### src/verilog/wcmp_pkg.sv
// constants and carrier types for the window comparator register bank
package wcmp_pkg;

    // register indices; byte address on the bus is four times the index
    localparam logic [7:0] IDX_CH5_HYST = 8'h34;
    localparam logic [7:0] IDX_CH5_HIGH = 8'h35;
    localparam logic [7:0] IDX_CH5_RUN  = 8'h36;
    localparam logic [7:0] IDX_CH5_LOW  = 8'h37;
    localparam logic [7:0] IDX_CH6_HYST = 8'h38;
    localparam logic [7:0] IDX_CH6_HIGH = 8'h39;
    localparam logic [7:0] IDX_CH6_RUN  = 8'h3a;
    localparam logic [7:0] IDX_CH6_LOW  = 8'h3b;
    localparam logic [7:0] IDX_STATUS   = 8'h40;
    localparam logic [7:0] IDX_MASK     = 8'h41;

    // slot layout inside the per-channel group of four registers
    localparam int unsigned CFG_SLOTS   = 8;
    localparam int unsigned CH_STRIDE   = 4;
    localparam int unsigned SLOT_HYST   = 0;
    localparam int unsigned SLOT_HIGH   = 1;
    localparam int unsigned SLOT_RUN    = 2;
    localparam int unsigned SLOT_LOW    = 3;

    // field positions
    localparam int unsigned NIB_MSB     = 7;
    localparam int unsigned NIB_LSB     = 4;
    localparam int unsigned FLD_MSB     = 3;
    localparam int unsigned FLD_LSB     = 0;
    localparam int unsigned HYST_SHIFT  = 3;

    // reset values
    localparam logic [7:0] RST_HYST     = 8'hf0;
    localparam logic [7:0] RST_HIGH     = 8'hff;
    localparam logic [7:0] RST_RUN      = 8'h00;
    localparam logic [7:0] RST_LOW      = 8'h00;
    localparam logic [3:0] RST_STATUS   = 4'h0;
    localparam logic [3:0] RST_MASK     = 4'h0;
    localparam logic [7:0] CFG_RST [CFG_SLOTS] = '{
        RST_HYST, RST_HIGH, RST_RUN, RST_LOW,
        RST_HYST, RST_HIGH, RST_RUN, RST_LOW};

    // status bit of channel g: high event at 2g, low event at 2g+1
    localparam int unsigned CH_COUNT    = 2;
    localparam logic [2:0]  CH5_ID      = 3'h5;

    typedef struct packed {
        logic        valid;
        logic [2:0]  chan;
        logic [11:0] data;
    } wcmp_sample_t;

    typedef struct packed {
        logic [11:0] high;
        logic [11:0] low;
        logic [11:0] hyst;
        logic [3:0]  run;
    } wcmp_limits_t;

endpackage

### src/verilog/wcmp_regs.sv
// window comparator register bank for channels 5 and 6, AHB-Lite slave
`timescale 1ns/10ps
module wcmp_regs (
    input  wire logic                  clk_sys,
    input  wire logic                  rst_n,
    input  wire logic                  hsel,
    input  wire logic [31:0]           haddr,
    input  wire logic [1:0]            htrans,
    input  wire logic                  hwrite,
    input  wire logic [2:0]            hsize,
    input  wire logic [31:0]           hwdata,
    input  wire logic                  hready,
    output logic                       hreadyout,
    output logic                       hresp,
    output logic [31:0]                hrdata,
    input  wire wcmp_pkg::wcmp_sample_t sample_in,
    output logic                       irq
);
    import wcmp_pkg::*;

    function automatic logic cfg_hit(input logic [7:0] idx);
        return (idx >= IDX_CH5_HYST) && (idx <= IDX_CH6_LOW);
    endfunction

    function automatic logic [2:0] cfg_slot(input logic [7:0] idx);
        logic [7:0] d;
        d = idx - IDX_CH5_HYST;
        return d[2:0];
    endfunction

    function automatic wcmp_limits_t limits(input logic [7:0] hy,
                                            input logic [7:0] hi,
                                            input logic [7:0] rn,
                                            input logic [7:0] lo);
        wcmp_limits_t l;
        l.high = {hi, hy[NIB_MSB:NIB_LSB]};
        l.low  = {lo, rn[NIB_MSB:NIB_LSB]};
        l.hyst = {5'h00, hy[FLD_MSB:FLD_LSB], 3'h0};
        l.run  = rn[FLD_MSB:FLD_LSB];
        return l;
    endfunction

    logic [7:0]  cfg_q [CFG_SLOTS];
    logic [3:0]  status_q;
    logic [3:0]  status_set;
    logic [3:0]  mask_q;
    logic        wr_q;
    logic [7:0]  wr_idx_q;
    logic [31:0] hrdata_q;
    logic        acc;
    logic        a_map;
    logic [7:0]  a_idx;
    logic        rd_status;
    logic [7:0]  rd_val;
    logic [3:0]  run_cnt_q [CH_COUNT];
    logic        tripped_q [CH_COUNT];

    // ---------------- bus slave ----------------
    // zero wait states, so the slave never stretches a transfer
    assign hreadyout = 1'b1;
    assign hresp     = 1'b0;
    assign hrdata    = hrdata_q;

    assign acc       = hsel && htrans[1] && hready;
    assign a_idx     = haddr[9:2];
    assign a_map     = (haddr[31:10] == 22'h000000) && (haddr[1:0] == 2'h0);
    assign rd_status = acc && !hwrite && a_map && (a_idx == IDX_STATUS);

    always_ff @(posedge clk_sys) begin
        if (!rst_n) begin
            wr_q     <= 1'b0;
            wr_idx_q <= 8'h00;
        end else if (hready) begin
            wr_q     <= acc && hwrite && a_map;
            wr_idx_q <= a_idx;
        end
    end

    // a read right behind a write to the same register sees the new value
    always_comb begin
        rd_val = 8'h00;
        if (!a_map) begin
            rd_val = 8'h00;
        end else if (cfg_hit(a_idx)) begin
            if (wr_q && (wr_idx_q == a_idx)) begin
                rd_val = hwdata[7:0];
            end else begin
                rd_val = cfg_q[cfg_slot(a_idx)];
            end
        end else if (a_idx == IDX_STATUS) begin
            rd_val = {4'h0, status_q};
        end else if (a_idx == IDX_MASK) begin
            if (wr_q && (wr_idx_q == IDX_MASK)) begin
                rd_val = {4'h0, hwdata[3:0]};
            end else begin
                rd_val = {4'h0, mask_q};
            end
        end
    end

    always_ff @(posedge clk_sys) begin
        if (!rst_n) begin
            hrdata_q <= 32'h00000000;
        end else if (acc && !hwrite) begin
            hrdata_q <= {24'h000000, rd_val};
        end
    end

    // ---------------- configuration registers ----------------
    always_ff @(posedge clk_sys) begin
        if (!rst_n) begin
            for (int i = 0; i < CFG_SLOTS; i++) begin
                cfg_q[i] <= CFG_RST[i];
            end
        end else if (wr_q && cfg_hit(wr_idx_q)) begin
            cfg_q[cfg_slot(wr_idx_q)] <= hwdata[7:0];
        end
    end

    always_ff @(posedge clk_sys) begin
        if (!rst_n) begin
            mask_q <= RST_MASK;
        end else if (wr_q && (wr_idx_q == IDX_MASK)) begin
            mask_q <= hwdata[3:0];
        end
    end

    // ---------------- interrupt status ----------------
    // set beats the read-clear so an event in the read cycle survives
    always_ff @(posedge clk_sys) begin
        if (!rst_n) begin
            status_q <= RST_STATUS;
        end else begin
            status_q <= (status_q & ~{4{rd_status}}) | status_set;
        end
    end

    always_ff @(posedge clk_sys) begin
        if (!rst_n) begin
            irq <= 1'b0;
        end else begin
            irq <= |(((status_q & ~{4{rd_status}}) | status_set) & mask_q);
        end
    end

    // ---------------- per-channel comparators ----------------
    for (genvar g = 0; g < CH_COUNT; g++) begin : g_ch
        localparam logic [2:0]  CH_ID = CH5_ID + 3'(g);
        localparam int unsigned BASE  = g * CH_STRIDE;

        wcmp_limits_t lim;
        logic [11:0]  hi_eff;
        logic [11:0]  lo_eff;
        logic         take;
        logic         above;
        logic         below;
        logic         fire;

        assign lim  = limits(cfg_q[BASE + SLOT_HYST], cfg_q[BASE + SLOT_HIGH],
                             cfg_q[BASE + SLOT_RUN],  cfg_q[BASE + SLOT_LOW]);
        assign take = sample_in.valid && (sample_in.chan == CH_ID);

        // once tripped, the window narrows by the hysteresis; saturates at
        // the code range so a large value cannot wrap the limits around
        always_comb begin
            hi_eff = lim.high;
            lo_eff = lim.low;
            if (tripped_q[g]) begin
                hi_eff = (lim.high > lim.hyst) ? lim.high - lim.hyst
                                               : 12'h000;
                lo_eff = (lim.low < 12'hfff - lim.hyst) ? lim.low + lim.hyst
                                                        : 12'hfff;
            end
        end

        assign above = sample_in.data > hi_eff;
        assign below = sample_in.data < lo_eff;
        assign fire  = take && (above || below)
                       && (run_cnt_q[g] >= lim.run);

        assign status_set[2*g]   = fire && above;
        assign status_set[2*g+1] = fire && below && !above;

        always_ff @(posedge clk_sys) begin
            if (!rst_n) begin
                run_cnt_q[g] <= 4'h0;
            end else if (take) begin
                if (!(above || below)) begin
                    run_cnt_q[g] <= 4'h0;
                end else if (run_cnt_q[g] < lim.run) begin
                    run_cnt_q[g] <= run_cnt_q[g] + 4'h1;
                end
            end
        end

        always_ff @(posedge clk_sys) begin
            if (!rst_n) begin
                tripped_q[g] <= 1'b0;
            end else if (fire) begin
                tripped_q[g] <= 1'b1;
            end else if (take && !(above || below)) begin
                tripped_q[g] <= 1'b0;
            end
        end

    end
endmodule
### config.mk
export PLATFORM = sky130hd
export DESIGN_NAME = wcmp_regs
export DESIGN_NICKNAME = d
export VERILOG_FILES = /design/src/verilog/wcmp_pkg.sv /design/src/verilog/wcmp_regs.sv
export SDC_FILE = /design/constraint.sdc
export NUM_CORES = 1
export LEC_CHECK = 0
export BUFFER_PORTS_ARGS = -buffer_cell sky130_fd_sc_hd__buf_2
export CELL_PAD_IN_SITES_DETAIL_PLACEMENT = 1
export CELL_PAD_IN_SITES_GLOBAL_PLACEMENT = 1
export CORE_MARGIN = 2
export CORE_UTILIZATION = 47
export DETAILED_ROUTE_END_ITERATION = 7
export GPL_TIMING_DRIVEN = 1
export PLACE_DENSITY = 0.94
export SLEW_MARGIN = 5
export SYNTH_ARGS = -nofsm -noshare
export SYNTH_HDL_FRONTEND = slang
export SYNTH_SLANG_ARGS = --single-unit
export TNS_END_PERCENT = 30
### constraint.sdc
create_clock -name clk_sys -period 9.02 [get_ports clk_sys]
set_clock_uncertainty 0.15 [all_clocks]
set_input_delay 0.902 -clock clk_sys [delete_from_list [all_inputs] [get_ports clk_sys]]
set_output_delay 0.902 -clock clk_sys [all_outputs]
set_load 0.005 [all_outputs]
==> results of run 1 <==
cell type report:
cell class | instances | share of cell area
sequential | 100 | 0.324
timing repair buffer | 72 | 0.0433
multi-input combinational | 620 | 0.552
inverter | 38 | 0.0169
clock buffer | 10 | 0.0271
tap | 216 | 0.0320
clock inverter | 6 | 0.00563
power groups by stage:
stage	sequential, mW	combinational, mW	clock [mW]
after detailed placement	0.529	0.157	0
after floorplan	0.520	0.109	0
after CTS	0.519	0.159	0.373
final	0.519	0.160	0.370
after global placement	0.528	0.147	0
after global routing	0.521	0.176	0.386
worst reg2reg max path, stage by stage, from the launching register on:
cell      delay [ns]
edfxtp_1        0.47
inv_1           0.14
ha_1            0.26
nor2b_1         0.14
o21ai_0         0.20
a21boi_0        0.23
o21ai_0         0.53
nand3_1         0.39
nand2_1         0.20
ha_1            0.26
and3_1          0.22
a221o_1         0.36
a22o_1          0.30
o21bai_1        0.31
a21oi_1         0.13
o21ai_0         0.53
metal layers:
| metal | up-vias | routed length [um] |
|---|---|---|
| met1 | 3154 | 9960 |
| li1 | 2962 | - |
| met4 | 0 | 472 |
| met2 | 210 | 11600 |
| met3 | 33 | 1030 |
| met5 | - | 0 |
path summary, 6_finish.rpt:
| check | end | cells past startpoint | slack (ns) |
|---|---|---|---|
| setup reg to reg | run_cnt_q[1][2] | 15 | 3.84 |
| hold / removal | hrdata[3] | 1 | 0.34 |
| hold reg to reg | hrdata[3] | 1 | 0.34 |
| setup / recovery | run_cnt_q[1][2] | 15 | 3.84 |
Yosys cell counts, drive strengths merged, types with 3 or more instances:
library cell,n
edfxtp,73
ha,72
nor2,66
and2,44
a21oi,41
nand2,41
inv,38
buf,34
o21ai,31
dfxtp,27
mux2i,22
xnor2,20
nand3,18
nand2b,17
or3,17
mux4,16
xor2,16
nor2b,14
nor3,13
nand4,12
nor4,11
clkbuf,10
and3,8
mux2,8
o21a,8
a22o,6
a22oi,6
o221ai,6
or2,6
a211o,5
a21o,5
and4,5
a21boi,4
a2bb2oi,4
fa,4
nand4b,4
or4,4
a211oi,3
a31oi,3
nand3b,3
nor4b,3
o21bai,3
o22ai,3
stage by stage:
stage | instances | utilization | power [mW] | worst slack, ns
finish | 1062 | 0.530 | 1.05 | 3.84
detailed placement | 1046 | 0.512 | 0.686 | 3.85
floorplan | 802 | - | 0.630 | 4.81
global placement | 1046 | 0.512 | 0.675 | 4.15
CTS | 1062 | 0.530 | 1.05 | 3.84
global route | 1062 | 0.530 | 1.08 | 3.41
sequential cells by signal (all words and copies together) (netlist names):
register	flops
tripped_q	2
wr_q	1
irq	1
mask_q	4
hrdata	8
run_cnt_q	8
wr_idx_q	8
cfg_q	64
status_q	4
cells in the final DEF, fill, tap and decap left out, drive strengths merged, types with 6 or more instances in the layout:
cell    synthesis  final
a21oi          41     41
a22o            6      6
a22oi           6      6
and2           44     44
and3            8      8
buf            34     72
clkbuf         10     10
conb            2     26
dfxtp          27     27
edfxtp         73     73
ha             72     72
inv            38     41
mux2            8      8
mux2i          22     22
mux4           16     16
nand2          41     41
nand2b         17     17
nand3          18     18
nand4          12     12
nor2           66     66
nor2b          14     14
nor3           13     13
nor4           11     11
o21a            8      8
o21ai          31     31
o221ai          6      6
or2             6      6
or3            17     17
xnor2          20     20
xor2           16     16
cells by family after synthesis:
| kind of cell | count (synthesis) | synth area share |
|---|---|---|
| xor gates and xnor gates | 36 | 0.0409 |
| and+or+nand+nor | 290 | 0.209 |
| buffers and inverters | 82 | 0.0540 |
| AOI/OAI and AO/OA | 146 | 0.127 |
| adders and majority gates | 76 | 0.127 |
| DFF | 100 | 0.354 |
| muxes | 46 | 0.0869 |
| other | 2 | 0.000973 |
==> results.cfg, run 1 <==
[drt]
postRouteAntennaNets = 0
vias = 6359
drt-total-wl_um = 23100
firstDrtPassIters = 5
drt-wirelength-per-cell_um = 21.8
route.detailed.drc = 0
drtIter0Drc = 364
routed_via_density = 5.99

[worst_setup_path]
path_cells = inv_1 > ha_1 > nor2b_1 > o21ai_0 > a21boi_0 > o21ai_0 > nand3_1 > nand2_1 > ha_1 > and3_1 > a221o_1 > a22o_1 > o21bai_1 > a21oi_1 > o21ai_0
crit_required_ns = 8.86
critPathBufInv = 1
startpoint = cfg_q[4][1]
cp_common_cell = o21ai_0
cp-end-kind = flip-flop
cp.arrival_ns = 5.02
start_kind = flip-flop
slowest_delay_ns = 0.53
cp_max_fo = 8
cp_top_family = compound AO/OA/AOI/OAI gates
slowest_stage = o21ai_0
rr_startpoint = cfg_q[4][1]
crit_type = reg2reg

[die]
die_height_um = 132
die_w_um = 132
io_pins = 125
die-area_mm2 = 0.0175
start_util = 0.484
fp-row-count = 46
design.core.area_mm2 = 0.0159

[clock_tree]
htree_levels = 3
cts_root_buf = clkbuf_16
cts-resized-gates = 0
clock_latency_ns = 0.35
clk_pin_slew_ns = 0.07
cts_buffers = 9
postCtsSetupBuffers = 0
cts_num_sinks = 100
cts.path.max_buffers = 2
cts.hold.buffers_added = 0
cts_tree = done

[global_route]
gr-usage-met3 = 0.0300
grtUsageMet2 = 0.476
grt_pass1_vias = 6650
grtUsageTotal = 0.266
antenna_found_initial = 0
grt_pass1_wl_um = 36300
grt_max_degree = 26
gr-total-overflow = 0
busiest_layer = met2
grt_use_met1 = 0.337

[timing]
tns_ns = 0
timing.final.crit_share = 0.574
rsz0062_at_grt = false
hold_violations = 0
slew_viol_final = 0
post-route-min-period_ns = 5.18
fmax_ghz = 0.193
hold_ws_ns = 0.339
tightest_slew_ns = 1.38
setup-violations-final = 0
slew_headroom = 0.0720

[yosys]
synth_top_area_share = 0.284
yosysTopAreaCell = edfxtp_1
synth_ff_type = edfxtp_1
yosys_warnings = 0
synth_area_mm2 = 0.00772
synthCells = 778
yosysUniqueCellTypes = 72
ys_ff_latch = 100
synth_edf_count = 73
synth.area.top_cells = edfxtp_1, ha_1, dfxtp_1, mux4_2, and2_1
synthArstFlopShare = 0
syn_area_per_cell_um2 = 9.92
ys_seq_area_frac = 0.354

[power_and_ir_drop]
swShare = 0.277
leakagePower_nw = 3.44
power_switching_uw = 291
seq_power_share = 0.495
power.internal_uw = 758
p_per_area_mw_per_mm2 = 124
ir_drop_uv = 90.6
comb_power_share = 0.152
power.share.clock = 0.353

[place]
place.gp.congestion = 0.965
hpwlAfterDp_um = 18500
dpl_cell_area_mm2 = 0.00817
io_buffers = 70

[final_layout]
multi_input_area_mm2 = 0.00466
num-fill-cells = 1852
seqCellArea_mm2 = 0.00273
post-route-cell-area_mm2 = 0.00845
area_growth_pct = 9.44
num-nets-final = 1007
drive_above_1_share = 0.149
diodes = 0

[min_path]
hold_class = reg2reg
hold_start = hrdata[3]

[outcome]
outcome = complete, no violations

[flow_run]
drv_cap = 0
Power figures use the tool's default switching activity.
==> run 2: changes to the inputs <==
Settings changed: ABC_AREA set to 1, CORE_UTILIZATION 47 to 38, PLACE_DENSITY 0.94 to 0.86.
Clock period 9.02 ns to 4.7 ns, I/O delays scaled along.
==> run 2 against run 1 <==
  * Routed wire length is 1.2% higher
  * Global-route usage down 4.3 points
  * Synthesized area is 2.1% lower
  * Critical endpoint is now run_cnt_q[0][2]
==> results.cfg, run 2 <==
[global_route]
gr-total-overflow = 0
grt_pass1_vias = 7254
grt_max_degree = 26
grt_pass1_wl_um = 37600
grtUsageTotal = 0.222
antenna_found_initial = 0

[timing]
slew_viol_final = 0
slew_headroom = 0.138
setup-violations-final = 0
tightest_slew_ns = 1.28
worst_slack_ns = 0.412
tns_ns = 0
fmax_ghz = 0.233
hold_violations = 0
hold_ws_ns = 0.252
timing.final.crit_share = 0.912
post-route-min-period_ns = 4.29
rsz0062_at_grt = false

[drt]
wl_met2_um = 11400
highest_layer = met4
drt-total-wl_um = 23400
firstDrtPassIters = 5
drt-met1-wl_um = 9990
routed_via_density = 5.44
postRouteAntennaNets = 0
route.detailed.drc = 0
drt-wirelength-per-cell_um = 17.9
drtIter0Drc = 518
vias = 7109
wl_met3_um = 1510

[final_layout]
seqCellArea_mm2 = 0.00273
multi_input_area_mm2 = 0.00416
post-route-cell-area_mm2 = 0.00842
top_register = cfg_q
drive_above_1_share = 0.114
final_cells = 1308
area_growth_pct = 11.5
largest_reg_flops = 64
layout_commonest_cell = nand2_1
num-nets-final = 1204
mostFrequentLayoutCells = nand2_1, nor2_1, inv_1, a21oi_1, edfxtp_1
final_util = 0.433
diodes = 0
num-fill-cells = 2406

[worst_setup_path]
cp_common_cell = inv_1
cp_max_fo = 8
start_kind = flip-flop
path_cells = inv_1 > ha_1 > a21oi_1 > inv_1 > a2111oi_1 > inv_1 > a21oi_2 > nand2_2 > nand2_1 > ha_1 > a21oi_1 > nor2_1 > a211oi_1 > o21ai_0 > a21oi_1 > a31oi_1 > buf_4 > inv_1 > nand2_4 > o31ai_1 > inv_1 > nand2_1
slowest_stage = edfxtp_1
cp-end-kind = flip-flop
cp.arrival_ns = 4.20
crit_type = reg2reg
rr_startpoint = cfg_q[0][2]
startpoint = cfg_q[0][2]
slowest_delay_ns = 0.42
crit_required_ns = 4.61

[clock_tree]
cts_buffers = 9
htree_levels = 3
clock_latency_ns = 0.36
clk_pin_slew_ns = 0.07
cts_root_buf = clkbuf_16
cts_tree = done
cts_num_sinks = 100
cts.path.max_buffers = 2
postCtsSetupBuffers = 0

[yosys]
ys_seq_area_frac = 0.362
yosysTopAreaCell = edfxtp_1
synth.area.top_cells = edfxtp_1, ha_1, nand2_1, dfxtp_1, nor2_1
synthCells = 970
yosysUniqueCellTypes = 47
yosysMostFrequentCell = nand2_1
syn_area_per_cell_um2 = 7.79
synthArstFlopShare = 0
synth_edf_count = 73
synth_top_area_share = 0.290
yosys_warnings = 0
synth_area_mm2 = 0.00755
ys_ff_latch = 100
synth_commonest_cells = nand2_1, nor2_1, inv_1
synth_ff_type = edfxtp_1

[power_and_ir_drop]
p_per_area_mw_per_mm2 = 244
ir_drop_uv = 190
totalPowerFinal_mw = 2.06
leakagePower_nw = 3.82

[min_path]
hold_class = in2reg
hold_start = hwrite

[die]
start_util = 0.388
design.core.area_mm2 = 0.0195
die-area_mm2 = 0.0210
fp-row-count = 51
die_height_um = 145
die_w_um = 145
io_pins = 125

[place]
dp.cells = 1292
place_ws_ns = 0.242
place.gp.congestion = 0.859
dpl_cell_area_mm2 = 0.00811
hpwlAfterDp_um = 19000
io_buffers = 70

[outcome]
outcome = complete, no violations

[flow_run]
drv_cap = 0
==> run 2: changes by cell type after synthesis, moves of 15 or more <==
| cell | before | now |
|---|---|---|
| mux4_2 | 16 | 0 |
| o21ai_0 | 31 | 52 |
| nand2b_1 | 17 | 0 |
| nand3_1 | 18 | 33 |
| or3_1 | 17 | 0 |
| a21oi_1 | 41 | 77 |
| mux2i_1 | 22 | 0 |
| inv_1 | 37 | 116 |
| nor2_1 | 66 | 124 |
| and2_1 | 44 | 0 |
| nand2_1 | 41 | 182 |
==> run 2: worst paths after layout <==
check                    end  slack (ns)  cells after the start
max reg2reg  run_cnt_q[0][2]        0.41                     22
max          run_cnt_q[0][2]        0.41                     22
min                     wr_q        0.25                      3
min reg2reg        hrdata[4]        0.31                      2
==> run 2: layout make-up <==
type | instances | area share
Sequential cell | 100 | 0.325
Clock buffer | 9 | 0.0267
Tap cell | 265 | 0.0394
Multi-Input combinational cell | 720 | 0.494
Inverter | 129 | 0.0575
Timing Repair Buffer | 78 | 0.0487
Clock inverter | 7 | 0.00877
==> run 2: routing by layer <==
layer | GRT usage | vias up
li1 | - | 3403
met1 | 0.286 | 3411
met2 | 0.387 | 260
met3 | 0.0330 | 35
met4 | 0.0663 | 0
met5 | 0 | -
==> run 2: timing repair <==
item	CTS	global route
endpoints found under the hold margin	0	0
endpoints found under the setup margin	0	6
resized for setup	0	3
hold buffers	0	0
==> run 2: worst max-delay path: cells and delay by family (launching register included) <==
kind	cells	cell delay [ns]
AOI/OAI and AO/OA	9	1.63
DFF	1	0.42
and+or+nand+nor	5	0.55
adders and majority gates	2	0.54
buffers and inverters	6	0.69
==> run 2: kinds of logic after synthesis <==
kind of cell | synth area share
compound gates | 0.154
simple gates | 0.227
other cells | 0.000994
buf+inv | 0.100
fa+ha+maj | 0.130
xor+xnor | 0.0267
flops | 0.362
==> run 2: report_power, final <==
group / switching (mW) / internal [mW]
combinational: 0.203 / 0.102
clock: 0.348 / 0.415
sequential: 0.0251 / 0.965
==> run 3: changes to the inputs <==
Settings changed: CORE_UTILIZATION 38 to 25, PLACE_DENSITY 0.86 to 0.64.
==> run 3 against run 2 <==
  * Total power grew 1.6%
  * Non-clock buffer count grew 5
  * Largest power group unchanged
  * Cell count grew 9.9%
  * Utilization shrank 14 points
  * Die area grew 50%
  * Sequential power is essentially flat
  * Global-route usage shrank 6.7 points
  * Highest routed layer unchanged
  * Sequential cell count is the same
  * Combinational power is essentially flat
  * First-iteration DRC count shrank 29%
  * Clock-buffer cell count is the same
==> results.cfg, run 3 (synthesis gave the netlist of run 2 again) <==
[global_route]
antenna_found_initial = 0
grtUsageTotal = 0.155
grt_max_degree = 26
grt_pass1_wl_um = 37600
grt_pass1_vias = 6926
gr-total-overflow = 0

[min_path]
hold_class = in2reg
worst_hold_path.endpoint = wr_idx_q[6]
hold_start = haddr[8]
hold_depth = 3

[die]
die-area_mm2 = 0.0316
die_height_um = 178
start_util = 0.254
fp-row-count = 63
design.core.area_mm2 = 0.0297
die_w_um = 178
io_pins = 125

[drt]
wl_met3_um = 885
drt-wirelength-per-cell_um = 16.6
firstDrtPassIters = 4
vias = 6865
drt-met1-wl_um = 11600
routed_via_density = 4.77
highest_layer = met4
drtIter0Drc = 370
route.detailed.drc = 0
wl_met2_um = 10900
postRouteAntennaNets = 0
drt-total-wl_um = 23900

[worst_setup_path]
rr_startpoint = cfg_q[1][1]
cp_max_fo = 8
path_cells = ha_1 > a21oi_1 > inv_1 > a2111oi_2 > inv_1 > a21oi_1 > nand2_1 > nand2_1 > ha_1 > a21oi_1 > nor2_1 > a211oi_1 > o21ai_0 > a21oi_1 > a31oi_1 > buf_4 > inv_1 > nand2_4 > o31ai_1 > inv_1 > nand2_1
slowest_stage = edfxtp_1
slowest_delay_ns = 0.45
crit_type = reg2reg
cp_top_family = compound AO/OA/AOI/OAI gates
worst-r2r-setup-slack_ns = 0.52
cp.arrival_ns = 4.09
start_kind = flip-flop
r2r_cells = 21
r2r-end = run_cnt_q[0][3]
crit_required_ns = 4.61
critPathBufInv = 5
cp-end-kind = flip-flop

[clock_tree]
htree_levels = 3
cts_tree = done
postCtsSetupBuffers = 0
cts_root_buf = clkbuf_16
clock_latency_ns = 0.36
cts.path.max_buffers = 2
cts_buffers = 9
clk_pin_slew_ns = 0.08
cts_num_sinks = 100
cts.hold.buffers_added = 0

[timing]
worst_slack_ns = 0.517
tns_ns = 0
tightest_slew_ns = 0.789
setup-violations-final = 0
rsz0062_at_grt = false
slew_headroom = 0.472
hold_violations = 0
post-route-min-period_ns = 4.18
fmax_ghz = 0.239
slew_viol_final = 0
timing.final.crit_share = 0.890

[final_layout]
area_growth_pct = 14.2
num-nets-final = 1209
layout_commonest_cell = nand2_1
mostFrequentLayoutCells = nand2_1, nor2_1, inv_1, a21oi_1, edfxtp_1
drive_above_1_share = 0.118
num-fill-cells = 3648
final_util = 0.290
largest_reg_flops = 64
final_cells = 1438
diodes = 0
top_register = cfg_q

[place]
dp.cells = 1422
place.gp.congestion = 0.799
place_ws_ns = 0.265
hpwlAfterDp_um = 19700
io_buffers = 70

[power_and_ir_drop]
ir_drop_uv = 157
leakagePower_nw = 3.86
p_per_area_mw_per_mm2 = 242

[outcome]
outcome = complete, no violations

[flow_run]
drv_cap = 0
-- run 3: changes by cell type in the layout (fill, tap and decap cells not counted), sizes merged --
| cell | change |
|---|---|
| clkinvlp | -1 |
| clkinv | -1 |
| inv | +2 |
| buf | +5 |
-- run 3: through the flow --
step | instance area (um2) | hold WS (ns) | total power [mW]
6_report | 8630 | 0.253 | 2.09
5_1_grt | 8630 | 0.265 | 2.18
4_1_cts | 8620 | 0.248 | 2.10
3_5_place_dp | 8310 | 0.314 | 1.31
3_3_place_gp | 8310 | 0.302 | 1.30
2_1_floorplan | 7640 | 0.312 | 1.21
-- run 3: how the worst max path moves through the flow --
| stage | startpoint | endpoint | cells after the start |
|---|---|---|---|
| 2_1_floorplan | cfg_q[1][1] | run_cnt_q[0][0] | 20 |
| 3_3_place_gp | cfg_q[1][1] | run_cnt_q[0][3] | 21 |
| 3_5_place_dp | cfg_q[1][1] | run_cnt_q[0][2] | 21 |
| 4_1_cts | cfg_q[1][1] | run_cnt_q[0][2] | 21 |
| 5_1_grt | cfg_q[5][1] | run_cnt_q[1][0] | 21 |
| 6_report | cfg_q[1][1] | run_cnt_q[0][3] | 21 |
-- run 3: power breakdown --
group          switching, mW  leakage (nW)  internal [mW]  total (mW)
clock network          0.371         0.148          0.427       0.797
logic                  0.201          2.82          0.103       0.305
registers             0.0242         0.891          0.964       0.988
-- run 3: layout make-up --
type | count | area, um2 | share of cell area
Clock buffer | 9 | 225 | 0.0261
Clock inverter | 7 | 87.6 | 0.0102
Inverter | 129 | 484 | 0.0561
Multi-Input combinational cell | 720 | 4160 | 0.482
Sequential cell | 100 | 2730 | 0.317
Tap cell | 390 | 488 | 0.0566
Timing Repair Buffer | 83 | 448 | 0.0519
-- run 3: timing repair --
item                                    in CTS  in global routing
endpoints found under the hold margin        0                  0
gates resized for setup                      0                  2
endpoints found under the setup margin       0                  6
-- run 3: worst min-delay path, cell delays in order --
cell	delay (ns)
buf_2	0.11
nor2_1	0.05
nor2_1	0.08
-- run 3: layer usage --
metal	GRT usage	vias up
met5	0	-
met4	0.0475	0
met3	0.0165	28
met2	0.257	152
met1	0.211	3263
li1	-	3422
